File: src/core/addr_map_defines.svh
// Address map constants for the physical address decoder.
// Assumes inclusion by bare name from design files.
`ifndef ADDR_MAP_DEFINES_SVH
`define ADDR_MAP_DEFINES_SVH
`define PA_W            40
`define HA_W            64
`define PAGE_HI         38
`define PAGE_LO         34
`define PAGE_CNT        32
`define SLICE_HI        35
`define SLICE_LO        34
`define LOCAL_HI        39
`define LOCAL_LO        36
`define LICW_BASE_RST   40'h00fee00000
`define LICW_SHIFT      12
`define BOOT_BASE       40'h00ff000000
`define BOOT_TOP        40'h00ffffffff
`define SIU_BASE        40'h08007d0000
`define CRU_BASE        40'h08007c0000
`define REG_WIN_SHIFT   16
`define APER_BASE_RST   40'h0000000000
`define PWIN_MAX_LOG2   35
`define PWIN_MIN_LOG2   28
`define RWIN_LOG2       17
`define RWIN_SIU_OFF    17'h10000
`endif

File: src/core/addr_map_pkg.sv
// Types shared by the physical address decoder.
// Assumes no surroundings.
package addr_map_pkg;
   typedef enum logic [7:0] {
      TGT_NONE  = 8'h01,
      TGT_MEM   = 8'h02,
      TGT_LIC   = 8'h04,
      TGT_BOOT  = 8'h08,
      TGT_CRU   = 8'h10,
      TGT_SIU   = 8'h20,
      TGT_HOST  = 8'h40,
      TGT_ERR   = 8'h80
   } target_t;
   typedef struct packed {
      logic [29:0] host_hi;
      logic        no_snoop;
   } spt_entry_t;
endpackage

File: src/core/phys_addr_map_decoder.sv
// Physical address decoder: core requests, host inbound window accesses.
// Assumes a single clock, synchronous reset, and table/base inputs from same-clock logic.
// Notes on behaviour
// - Core physical addresses are 40 bits, 1024 GiB decodable.
// - Regions: 64 GiB local, 448 GiB reserved, 512 GiB system on top.
// - Local region is four 16 GiB slices: memory, memory, registers, reserved.
// - Relocatable 4 kB interrupt controller window overrides low local memory.
// - Top 16 MB below 4 GiB goes to boot flash and fuses.
// - Second slice is memory only at or below the programmed local memory top.
// - System region holds 32 pages of 16 GB for host memory.
// - Peer and host link requests come only from the system region.
// - System accesses translate 40-bit address to 64-bit host address.
// - Host requests are snooped unless the page entry no-snoop bit is set.
// - Inbound host accesses are snooped only when target is cacheable.
// - Prefetchable window relocatable, size 256 MiB to 32 GiB from flash.
// - Prefetchable window accesses are offset by the aperture physical base.
// - Register window is 128 KiB: companion unit at 0, interface unit at 64 KiB.
// - Interface unit registers 64 kB; host reaches them only with host_secure_ok_in set.
`include "addr_map_defines.svh"
`timescale 1ns/1ps
`default_nettype none
module phys_addr_map_decoder
   import addr_map_pkg::*;
(
   input  wire logic                    clk_in,
   input  wire logic                    srst_in,
   input  wire logic                    req_valid_in,
   input  wire logic [`PA_W-1:0]        req_addr_in,
   input  wire logic [`PA_W-1:0]        local_memory_top_in,
   input  wire logic [27:0]             lic_base_page_in,
   input  wire logic                    lic_base_load_in,
   input  wire logic [4:0]              spt_wr_index_in,
   input  wire logic [30:0]             spt_wr_data_in,
   input  wire logic                    spt_wr_en_in,
   input  wire logic                    host_valid_in,
   input  wire logic [`HA_W-1:0]        host_addr_in,
   input  wire logic                    host_cacheable_in,
   input  wire logic                    host_secure_ok_in,
   input  wire logic [`HA_W-1:0]        pwin_base_in,
   input  wire logic [2:0]              pwin_size_sel_in,
   input  wire logic [`HA_W-1:0]        rwin_base_in,
   input  wire logic [`PA_W-1:0]        aperture_physical_base_in,
   output logic                         out_valid_out,
   output addr_map_pkg::target_t        out_target_out,
   output logic [`PA_W-1:0]             out_local_addr_out,
   output logic [`HA_W-1:0]             out_host_addr_out,
   output logic                         out_no_snoop_out,
   output logic                         in_valid_out,
   output addr_map_pkg::target_t        in_target_out,
   output logic [`PA_W-1:0]             in_local_addr_out,
   output logic                         in_snoop_out
);
   import addr_map_pkg::*;

   logic [30:0]      spt_mem [`PAGE_CNT];
   logic [27:0]      lic_page_r;
   target_t          tgt_nxt;
   target_t          itgt_nxt;
   logic [`PA_W-1:0] iaddr_nxt;
   logic [`HA_W-1:0] pwin_off;
   logic [`HA_W-1:0] rwin_off;
   logic [`HA_W-1:0] pwin_mask;
   logic [5:0]       pwin_log2;
   spt_entry_t       ent;

   // Page table storage.
   always_ff @(posedge clk_in) begin
      if (spt_wr_en_in) begin
         spt_mem[spt_wr_index_in] <= spt_wr_data_in;
      end
   end

   always_ff @(posedge clk_in) begin
      if (srst_in) begin
         lic_page_r <= 28'(`LICW_BASE_RST >> `LICW_SHIFT);
      end else if (lic_base_load_in) begin
         lic_page_r <= lic_base_page_in;
      end
   end

   assign ent = spt_entry_t'(spt_mem[req_addr_in[`PAGE_HI:`PAGE_LO]]);

   // Outbound decode of core requests.
   always_comb begin
      tgt_nxt = TGT_ERR;
      if (req_addr_in[`PA_W-1]) begin
         tgt_nxt = TGT_HOST;
      end else if (req_addr_in[`LOCAL_HI-1:`LOCAL_LO] != 3'h0) begin
         tgt_nxt = TGT_ERR;
      end else begin
         case (req_addr_in[`SLICE_HI:`SLICE_LO])
            2'h0: begin
               if (req_addr_in[`PA_W-1:`LICW_SHIFT] == lic_page_r) begin
                  tgt_nxt = TGT_LIC;
               end else if (req_addr_in >= `BOOT_BASE && req_addr_in <= `BOOT_TOP) begin
                  tgt_nxt = TGT_BOOT;
               end else begin
                  tgt_nxt = TGT_MEM;
               end
            end
            2'h1: tgt_nxt = (req_addr_in <= local_memory_top_in) ? TGT_MEM : TGT_ERR;
            2'h2: begin
               if (req_addr_in[`PA_W-1:`REG_WIN_SHIFT] == 24'(`SIU_BASE >> `REG_WIN_SHIFT)) begin
                  tgt_nxt = TGT_SIU;
               end else if (req_addr_in[`PA_W-1:`REG_WIN_SHIFT] == 24'(`CRU_BASE >> `REG_WIN_SHIFT)) begin
                  tgt_nxt = TGT_CRU;
               end else begin
                  tgt_nxt = TGT_ERR;
               end
            end
            default: tgt_nxt = TGT_ERR;
         endcase
      end
   end

   always_ff @(posedge clk_in) begin
      if (srst_in) begin
         out_valid_out      <= 1'b0;
         out_target_out     <= TGT_NONE;
         out_local_addr_out <= '0;
         out_host_addr_out  <= '0;
         out_no_snoop_out   <= 1'b0;
      end else begin
         out_valid_out      <= req_valid_in;
         out_target_out     <= req_valid_in ? tgt_nxt : TGT_NONE;
         out_local_addr_out <= req_addr_in;
         out_host_addr_out  <= {ent.host_hi, req_addr_in[`PAGE_LO-1:0]};
         out_no_snoop_out   <= req_valid_in && (tgt_nxt == TGT_HOST) && ent.no_snoop;
      end
   end

   // Inbound decode of host window accesses.
   always_comb begin
      pwin_log2 = 6'(`PWIN_MIN_LOG2) + 6'(pwin_size_sel_in);
      pwin_mask = ({`HA_W{1'b1}} << pwin_log2);
      pwin_off  = host_addr_in - pwin_base_in;
      rwin_off  = host_addr_in - rwin_base_in;
      itgt_nxt  = TGT_ERR;
      iaddr_nxt = '0;
      if ((pwin_off & pwin_mask) == '0) begin
         itgt_nxt  = TGT_MEM;
         iaddr_nxt = aperture_physical_base_in + pwin_off[`PA_W-1:0];
      end else if (rwin_off[`HA_W-1:`RWIN_LOG2] == '0) begin
         if (rwin_off[`RWIN_LOG2-1:0] >= `RWIN_SIU_OFF) begin
            itgt_nxt  = host_secure_ok_in ? TGT_SIU : TGT_ERR;
            iaddr_nxt = `SIU_BASE + 40'(rwin_off[15:0]);
         end else begin
            itgt_nxt  = TGT_CRU;
            iaddr_nxt = `CRU_BASE + 40'(rwin_off[15:0]);
         end
      end
   end

   always_ff @(posedge clk_in) begin
      if (srst_in) begin
         in_valid_out      <= 1'b0;
         in_target_out     <= TGT_NONE;
         in_local_addr_out <= '0;
         in_snoop_out      <= 1'b0;
      end else begin
         in_valid_out      <= host_valid_in;
         in_target_out     <= host_valid_in ? itgt_nxt : TGT_NONE;
         in_local_addr_out <= iaddr_nxt;
         in_snoop_out      <= host_valid_in && (itgt_nxt == TGT_MEM) && host_cacheable_in;
      end
   end
endmodule
`default_nettype wire

File: config.mk
export PLATFORM = sky130hd
export DESIGN_NAME = phys_addr_map_decoder
export DESIGN_NICKNAME = d
export VERILOG_FILES = /design/src/core/addr_map_pkg.sv /design/src/core/phys_addr_map_decoder.sv
export VERILOG_INCLUDE_DIRS = /design/src /design/src/core
export SDC_FILE = /design/constraint.sdc
export NUM_CORES = 2
export LEC_CHECK = 0
export BUFFER_PORTS_ARGS = -buffer_cell sky130_fd_sc_hd__buf_2
export CAP_MARGIN = 20
export CORE_UTILIZATION = 25
export DETAILED_ROUTE_END_ITERATION = 8
export PLACE_DENSITY = 0.44
export SYNTH_ARGS = -nofsm -noshare
export SYNTH_HDL_FRONTEND = slang
export SYNTH_SLANG_ARGS = --single-unit
File: constraint.sdc
create_clock -name clk_in -period 15.8 [get_ports clk_in]
set_input_delay 2.37 -clock clk_in [delete_from_list [all_inputs] [get_ports clk_in]]
set_output_delay 2.37 -clock clk_in [all_outputs]
set_load 0.1 [all_outputs]
# --- After elaboration in Yosys (flattened, before gate mapping) ---
# Memories as Yosys holds them, arrays and structs flattened.
# Cells that the tools add are included.
op_classes:
  shifts: 1
  n_addsub: 6
  n_eq_ne: 7
  mux: 17
  n_reduce_logical: 11
  magnitude_cmp: 4
  bitwise_logic: 3
ops:
  columns: ["op", "count"]
  rows:
  - ["subtractor 64 bit", 2]
  - ["adder 36 x 16 -> 37 bit, first input constant", 2]
  - ["2-to-1 mux 37 bit", 2]
  - ["2-to-1 mux 8 bit", 9]
  - ["AND 64 bit", 1]
  - ["logical NOT 64 bit", 1]
  - ["<< shifter 64 x 6 -> 64 bit, first input constant", 1]
  - ["== test 24 x 20 -> 1 bit, second input constant", 2]
  - ["logical NOT 47 bit", 1]
  - ["adder 40 bit", 1]
  - [">= comparator 40 x 32 -> 1 bit, second input constant", 1]
  - ["less-or-equal comparator 40 x 32 -> 1 bit, second input constant", 1]
  - ["less-or-equal comparator 40 bit", 1]
  - ["2-to-1 mux 40 bit", 1]
  - ["== test 28 bit", 1]
  - ["one-hot mux 8 bit (3 select lines)", 1]
  - [">= comparator 17 bit, second input constant", 1]
  - ["== test 8 x 2 -> 1 bit, second input constant", 1]
  - ["== test 8 x 7 -> 1 bit, second input constant", 1]
  - ["2-to-1 mux 4 bit", 2]
  - ["adder 5 x 3 -> 6 bit, first input constant", 1]
  - ["logical AND 1 bit", 5]
  - ["OR reduction 2 bit", 2]
  - ["nonzero test 3 bit", 1]
  - ["5 further kinds", 7]
totals:
  in_bits: 387
  out_inout_bits: 164
  register_bits: 192
  ram_bits: 992
  mem_count: 1
memory_table:
  columns: ["name", "depth", "word_bits", "rd", "rd_clocked_by_memory_dff", "wr", "line", "text"]
  rows:
  - ["spt_mem", 32, 31, 1, 0, 1, "phys_addr_map_decoder.sv:55", "logic [30:0] spt_mem [`PAGE_CNT];"]

# --- Longest topological paths before layout ---
logic_depth:
  depth_word: 10
  mapped_depth: 24
  ltp_nobuf: 23

# --- Worst setup path after synthesis ---
# OpenSTA, ideal clock, no wires.
synth_timing:
  kind: "input to register"
  from: "in host_addr_in[0]"
  to: "reg in_local_addr_out[39]"
  setup_ns: 0.100
  required_ns: 15.700
  slack_ns: 8.943
  cell_stages: 24
  arrival_ns: 6.758
  cell_sequence: "inv_1 > ha_1 > fa_1 > nand2b_1 > a21oi_1 > o31ai_1 > a211oi_1 > or3_1 > a21o_1 > xor2_1 > ha_1 > clkbuf_1 > a21o_1 > a21o_1 > a21oi_1 > o21ai_0 > and2_1 > nor3_1 > o31a_1 > o21a_1 > o21ai_0 > a31oi_1 > nor2_1 > a2111oi_4"
synth_between:
  elab_chain_cells: 4
synth_lines:
  columns: ["element", "line", "text"]
  rows:
  - ["start, declared", "phys_addr_map_decoder.sv:36", "input wire logic [`HA_W-1:0] host_addr_in,"]
  - ["subtractor 64 bit *", "phys_addr_map_decoder.sv:136", "pwin_off = host_addr_in - pwin_base_in;"]
  - ["branches (longest 2 deep; another with adder 40 bit)", null, null]
  - ["2-to-1 mux 40 bit *", "phys_addr_map_decoder.sv:140", "if ((pwin_off & pwin_mask) == '0) begin"]
  - ["end signal, assigned", "phys_addr_map_decoder.sv:163", "in_local_addr_out <= iaddr_nxt;"]
  - ["end, declared", "phys_addr_map_decoder.sv:50", "output logic [`PA_W-1:0] in_local_addr_out,"]
# Every way passes the cells marked *.
# A chain may end at the register's enable or synchronous reset.

# --- Final worst setup path ---
# Same ends and word-level chain as after synthesis.

==> results_tabular.tex <==
\begin{tabular}{lr}
\hline
Metric & Value \\
\hline
\multicolumn{2}{l}{\textbf{Status}} \\
\quad Run status & complete, no violations \\
\multicolumn{2}{l}{\textbf{Detailed routing}} \\
\quad Drc violations & 0 \\
\quad First-pass iteration count of the detailed router & 5 \\
\quad DR WL/cell & 25.1 um \\
\quad Vias post-DR & 35900 \\
\quad Post-Route WL & 184 mm \\
\quad Vias per std cell & 4.89 \\
\quad Number of nets with antenna violations after detailed routing & 0 \\
\quad Initial DRC Count & 2595 \\
\multicolumn{2}{l}{\textbf{Critical path}} \\
\quad CP Capture Type & flip-flop \\
\quad Critical Path Max Stage Delay & 550 ps \\
\quad Number of buffer and inverter stages on the critical path & 2 \\
\quad Maximum fanout along the worst path & 7 \\
\quad R2R cell count & 7 \\
\quad Critical Path RT & 16450 ps \\
\quad Critical Path AT & 8090 ps \\
\quad Family with the most delay on the worst path & compound AO/OA/AOI/OAI gates \\
\quad Setup crit start kind & input port \\
\quad Crit-path slowest cell & sky130\_fd\_sc\_hd\_\_a211oi\_1 \\
\quad Crit Path Category & in2reg \\
\quad Critical path's most frequent cell & sky130\_fd\_sc\_hd\_\_a21o\_1 \\
\quad Critical-path cell list & buf\_2 -> inv\_1 -> ha\_1 -> fa\_1 -> nand2b\_1 -> a21oi\_1 -> o31ai\_1 -> a211oi\_1 -> or3\_1 -> a21o\_1 -> xor2\_1 -> ha\_1 -> a21o\_1 -> a21o\_1 -> a21oi\_1 -> o21ai\_0 -> and2\_1 -> nor3\_1 -> o31a\_1 -> o21a\_1 -> o21ai\_0 -> a31oi\_1 -> nor2\_1 -> a2111oi\_4 \\
\quad Instance count on the critical path & 24 \\
\multicolumn{2}{l}{\textbf{GRT}} \\
\quad Total grt overflow & 0 \\
\quad Pin count of the biggest net entering global routing & 101 \\
\quad Vias in the first global route & 36300 \\
\quad Total GRT Usage & 16.2\% \\
\quad Antenna violations before repair & 20 \\
\quad First-pass GRT wire length & 261 mm \\
\multicolumn{2}{l}{\textbf{Placed design}} \\
\quad Placement Setup Slack & 7610 ps \\
\quad Buffers on Ports & 547 \\
\quad Dpl cell area & 61000 sq um \\
\quad Global placer's final weighted congestion & 0.936 \\
\quad Placed cells & 7092 \\
\quad Post-detailed-placement half-perimeter wirelength & 124 mm \\
\multicolumn{2}{l}{\textbf{Power and ir drop}} \\
\quad Max rail drop VDD & 124 uV \\
\quad Fraction of power spent switching nets & 27.4\% \\
\quad Power density normalized to cell area & 117 nW/um\^{}2 \\
\quad Leak & 23.6 nW \\
\quad Reg power frac & 44.0\% \\
\quad Reported net switching power & 2.09 mW \\
\quad Share of power burned in the clock network & 40.0\% \\
\quad Comb pwr share & 16.0\% \\
\quad Total internal power & 5.53 mW \\
\multicolumn{2}{l}{\textbf{CTS}} \\
\quad PostCTS Resize Cnt & 0 \\
\quad CTS Root Cell & sky130\_fd\_sc\_hd\_\_clkbuf\_16 \\
\quad Buffers from clock root to sink, at most & 3 \\
\quad CTS Sinks & 1147 \\
\quad Count of hold buffers inserted by post-cts repair & 0 \\
\quad H-Tree Depth & 4 \\
\quad CTS tree & done \\
\quad Setup Buffers After CTS & 0 \\
\quad Worst skew pair latency & 750 ps \\
\quad CTS Buf Count & 135 \\
\quad Reg clk slew, reported paths & 50 ps \\
\multicolumn{2}{l}{\textbf{Die}} \\
\quad Number of I/O pins & 551 \\
\quad Vert. Die Dim & 471 um \\
\quad Die width & 471 um \\
\quad Total number of placement rows & 171 \\
\quad Area of the die & 222000 sq um \\
\quad Initial cell density of the core & 25.2\% \\
\quad Area of the core region & 218000 sq um \\
\multicolumn{2}{l}{\textbf{Timing}} \\
\quad Fin. max-slew vios & 0 \\
\quad Final Hold Vio Count & 0 \\
\quad Fmax & 134 MHz \\
\quad Post-route fraction of the period consumed by the critical path & 47.1\% \\
\quad Final Worst Setup Slack & 8360 ps \\
\quad Final setup vio count & 0 \\
\quad RSZ-0062 raised after global routing & false \\
\quad Slew at the pin with the worst max-slew slack & 1010 ps \\
\quad Period minus WS final & 7440 ps \\
\quad Max\_slew headroom & 32.8\% \\
\quad Setup clock skew after layout & 36.3 ps \\
\quad Fin Setup TNS & 0 ps \\
\multicolumn{2}{l}{\textbf{Worst hold path}} \\
\quad Worst hold-check path type & reg2reg \\
\quad Hold path depth & 2 \\
\multicolumn{2}{l}{\textbf{Yosys}} \\
\quad Unique cell type count in the Yosys netlist & 103 \\
\quad Post-Syn Area & 55000 sq um \\
\quad Share of synthesized registers carrying an async set or reset & 0\% \\
\quad \#FFs+latches synth & 1147 \\
\quad Mean cell area of the mapped netlist & 14.3 sq um \\
\quad Post-synth EDFFs & 992 \\
\quad Number of warnings printed during yosys synthesis & 0 \\
\quad Cells after synthesis & 3842 \\
\quad Most used flip-flop cell after synthesis & sky130\_fd\_sc\_hd\_\_edfxtp\_1 \\
\quad Post-synthesis sequential area ratio & 59.8\% \\
\multicolumn{2}{l}{\textbf{Finish}} \\
\quad Final design area excluding fillers & 65300 sq um \\
\quad Final cell utilization of the core & 30.0\% \\
\quad Final Non-Filler Cells & 7335 \\
\quad Relative area change from synthesis to final layout & 18.8\% \\
\quad Most common cell after layout, fill and taps aside & sky130\_fd\_sc\_hd\_\_edfxtp\_1 \\
\quad Net count, final & 4970 \\
\quad Top library cells by usage in the layout, fill and taps aside & 992 x sky130\_fd\_sc\_hd\_\_edfxtp\_1, 542 x sky130\_fd\_sc\_hd\_\_buf\_2, 303 x sky130\_fd\_sc\_hd\_\_mux4\_2 \\
\quad Layout cell share with drive strength beyond 1 & 26.4\% \\
\multicolumn{2}{l}{\textbf{Run}} \\
\quad Number of max-cap violations & 0 \\
\hline
\end{tabular}
-- path summary, 6_finish.rpt --
check / to / from / slack [ps]
setup / recovery: in_local_addr_out[39]$_SDFF_PP0_ / host_addr_in[0] / 8360
hold / removal: lic_page_r[23]$_SDFFE_PP0P_ / lic_page_r[23]$_SDFFE_PP0P_ / 520
setup reg to reg: out_target_out[1]$_SDFF_PP0_ / lic_page_r[17]$_SDFFE_PP1P_ / 13580
hold reg to reg: lic_page_r[23]$_SDFFE_PP0P_ / lic_page_r[23]$_SDFFE_PP0P_ / 520
-- cell families (layout without fill, tap and decap cells) --
kind of cell	Yosys count	in the layout	share of synthesized area [%]
flip-flops	1147	1147	59.8
AND/OR/NAND/NOR	787	787	7.10
AO/OA/AOI/OAI	762	762	9.12
buffers and inverters	428	1061	3.30
multiplexers	363	363	13.5
adder cells (fa/ha/maj)	208	208	4.78
XOR/XNOR	146	146	2.33
other	1	7	0.00682
-- metal layers --
| metal | vias up | GRT usage [%] | routed length (um) | share of wire, % |
|---|---|---|---|---|
| met3 | 219 | 2.68 | 9660 | 5.2 |
| met4 | 6 | 3.77 | 3840 | 2.1 |
| li1 | 16000 | - | - | - |
| met2 | 1185 | 26.9 | 88100 | 48 |
| met1 | 18400 | 21.9 | 82400 | 45 |
| met5 | - | 0 | 31 | 0.017 |
-- worst reg2reg max path, delay by kind of cell, from the launching register on --
| family | cells | cell delay [ps] |
|---|---|---|
| flip-flops | 1 | 320 |
| XOR/XNOR | 1 | 160 |
| AND/OR/NAND/NOR | 5 | 1420 |
| AO/OA/AOI/OAI | 1 | 150 |
-- final cells by class --
type,instances,area [sq um]
multi-input combinational,2269,20500
sequential,1147,32900
timing repair buffer,597,3160
antenna,4,10.0
clock buffer,176,3650
clock inverter,63,672
tap,2854,3570
fill,22000,152000
inverter,225,845
-- metrics by stage --
| step | total power [mW] | hold WS [ps] |
|---|---|---|
| 6_report | 7.62 | 518 |
| 5_1_grt | 7.92 | 547 |
| 3_3_place_gp | 4.64 | 501 |
| 2_1_floorplan | 4.24 | 481 |
| 4_1_cts | 7.73 | 527 |
| 3_5_place_dp | 4.64 | 512 |
-- power by group through the flow --
stage | clock network [mW] | registers (mW) | logic (mW)
3_5_place_dp | 0 | 3.42 | 1.22
4_1_cts | 3.15 | 3.35 | 1.22
6_report | 3.05 | 3.35 | 1.22
2_1_floorplan | 0 | 3.51 | 0.728
5_1_grt | 3.25 | 3.36 | 1.31
3_3_place_gp | 0 | 3.42 | 1.23
-- synthesized netlist by cell type (7+ instances only) --
| master | n | share of area [%] |
|---|---|---|
| sky130_fd_sc_hd__o211ai_1 | 19 | 0.26 |
| sky130_fd_sc_hd__and2_1 | 11 | 0.13 |
| sky130_fd_sc_hd__or3_1 | 14 | 0.16 |
| sky130_fd_sc_hd__xor2_1 | 73 | 1.2 |
| sky130_fd_sc_hd__edfxtp_1 | 992 | 54 |
| sky130_fd_sc_hd__buf_2 | 27 | 0.25 |
| sky130_fd_sc_hd__mux2_2 | 8 | 0.16 |
| sky130_fd_sc_hd__nand4_1 | 71 | 0.81 |
| sky130_fd_sc_hd__mux4_2 | 303 | 12 |
| sky130_fd_sc_hd__a31oi_1 | 15 | 0.17 |
| sky130_fd_sc_hd__a221oi_1 | 11 | 0.18 |
| sky130_fd_sc_hd__a211o_1 | 17 | 0.27 |
| sky130_fd_sc_hd__o21ai_1 | 11 | 0.10 |
| sky130_fd_sc_hd__buf_4 | 37 | 0.51 |
| sky130_fd_sc_hd__o21a_1 | 36 | 0.49 |
| sky130_fd_sc_hd__a21oi_1 | 234 | 2.1 |
| sky130_fd_sc_hd__o22ai_1 | 35 | 0.40 |
| sky130_fd_sc_hd__o31ai_1 | 14 | 0.19 |
| sky130_fd_sc_hd__clkbuf_1 | 95 | 0.65 |
| sky130_fd_sc_hd__o21bai_1 | 26 | 0.36 |
| sky130_fd_sc_hd__a21o_1 | 81 | 1.1 |
| sky130_fd_sc_hd__nor3_1 | 43 | 0.39 |
| sky130_fd_sc_hd__or2_2 | 8 | 0.091 |
| sky130_fd_sc_hd__a21boi_0 | 7 | 0.096 |
| sky130_fd_sc_hd__dfxtp_1 | 155 | 5.6 |
| sky130_fd_sc_hd__a2111oi_0 | 7 | 0.11 |
| sky130_fd_sc_hd__ha_1 | 205 | 4.7 |
| sky130_fd_sc_hd__a22oi_1 | 9 | 0.12 |
| sky130_fd_sc_hd__a211oi_1 | 23 | 0.31 |
| sky130_fd_sc_hd__and3_1 | 14 | 0.16 |
| sky130_fd_sc_hd__mux2i_1 | 51 | 0.93 |
| sky130_fd_sc_hd__xnor2_1 | 73 | 1.2 |
| sky130_fd_sc_hd__nand3_1 | 41 | 0.37 |
| sky130_fd_sc_hd__nand2_1 | 184 | 1.3 |
| sky130_fd_sc_hd__nand2b_1 | 27 | 0.31 |
| sky130_fd_sc_hd__nor2b_1 | 65 | 0.74 |
| sky130_fd_sc_hd__inv_1 | 225 | 1.5 |
| sky130_fd_sc_hd__nor4_1 | 28 | 0.32 |
| sky130_fd_sc_hd__buf_1 | 38 | 0.26 |
| sky130_fd_sc_hd__nor2_1 | 234 | 1.6 |
| sky130_fd_sc_hd__a21oi_2 | 7 | 0.11 |
| sky130_fd_sc_hd__o21ai_0 | 130 | 1.2 |
| sky130_fd_sc_hd__nand3b_1 | 9 | 0.12 |
-- flip-flops by register name, summed over array words and instances (netlist names) --
name / flops
out_local_addr_out: 40
lic_page_r: 28
out_valid_out: 1
in_local_addr_out: 40
out_target_out: 8
in_valid_out: 1
in_snoop_out: 1
in_target_out: 5
out_no_snoop_out: 1
spt_mem: 992
out_host_addr_out: 30
No activity file was read; power rests on OpenSTA's default activity.
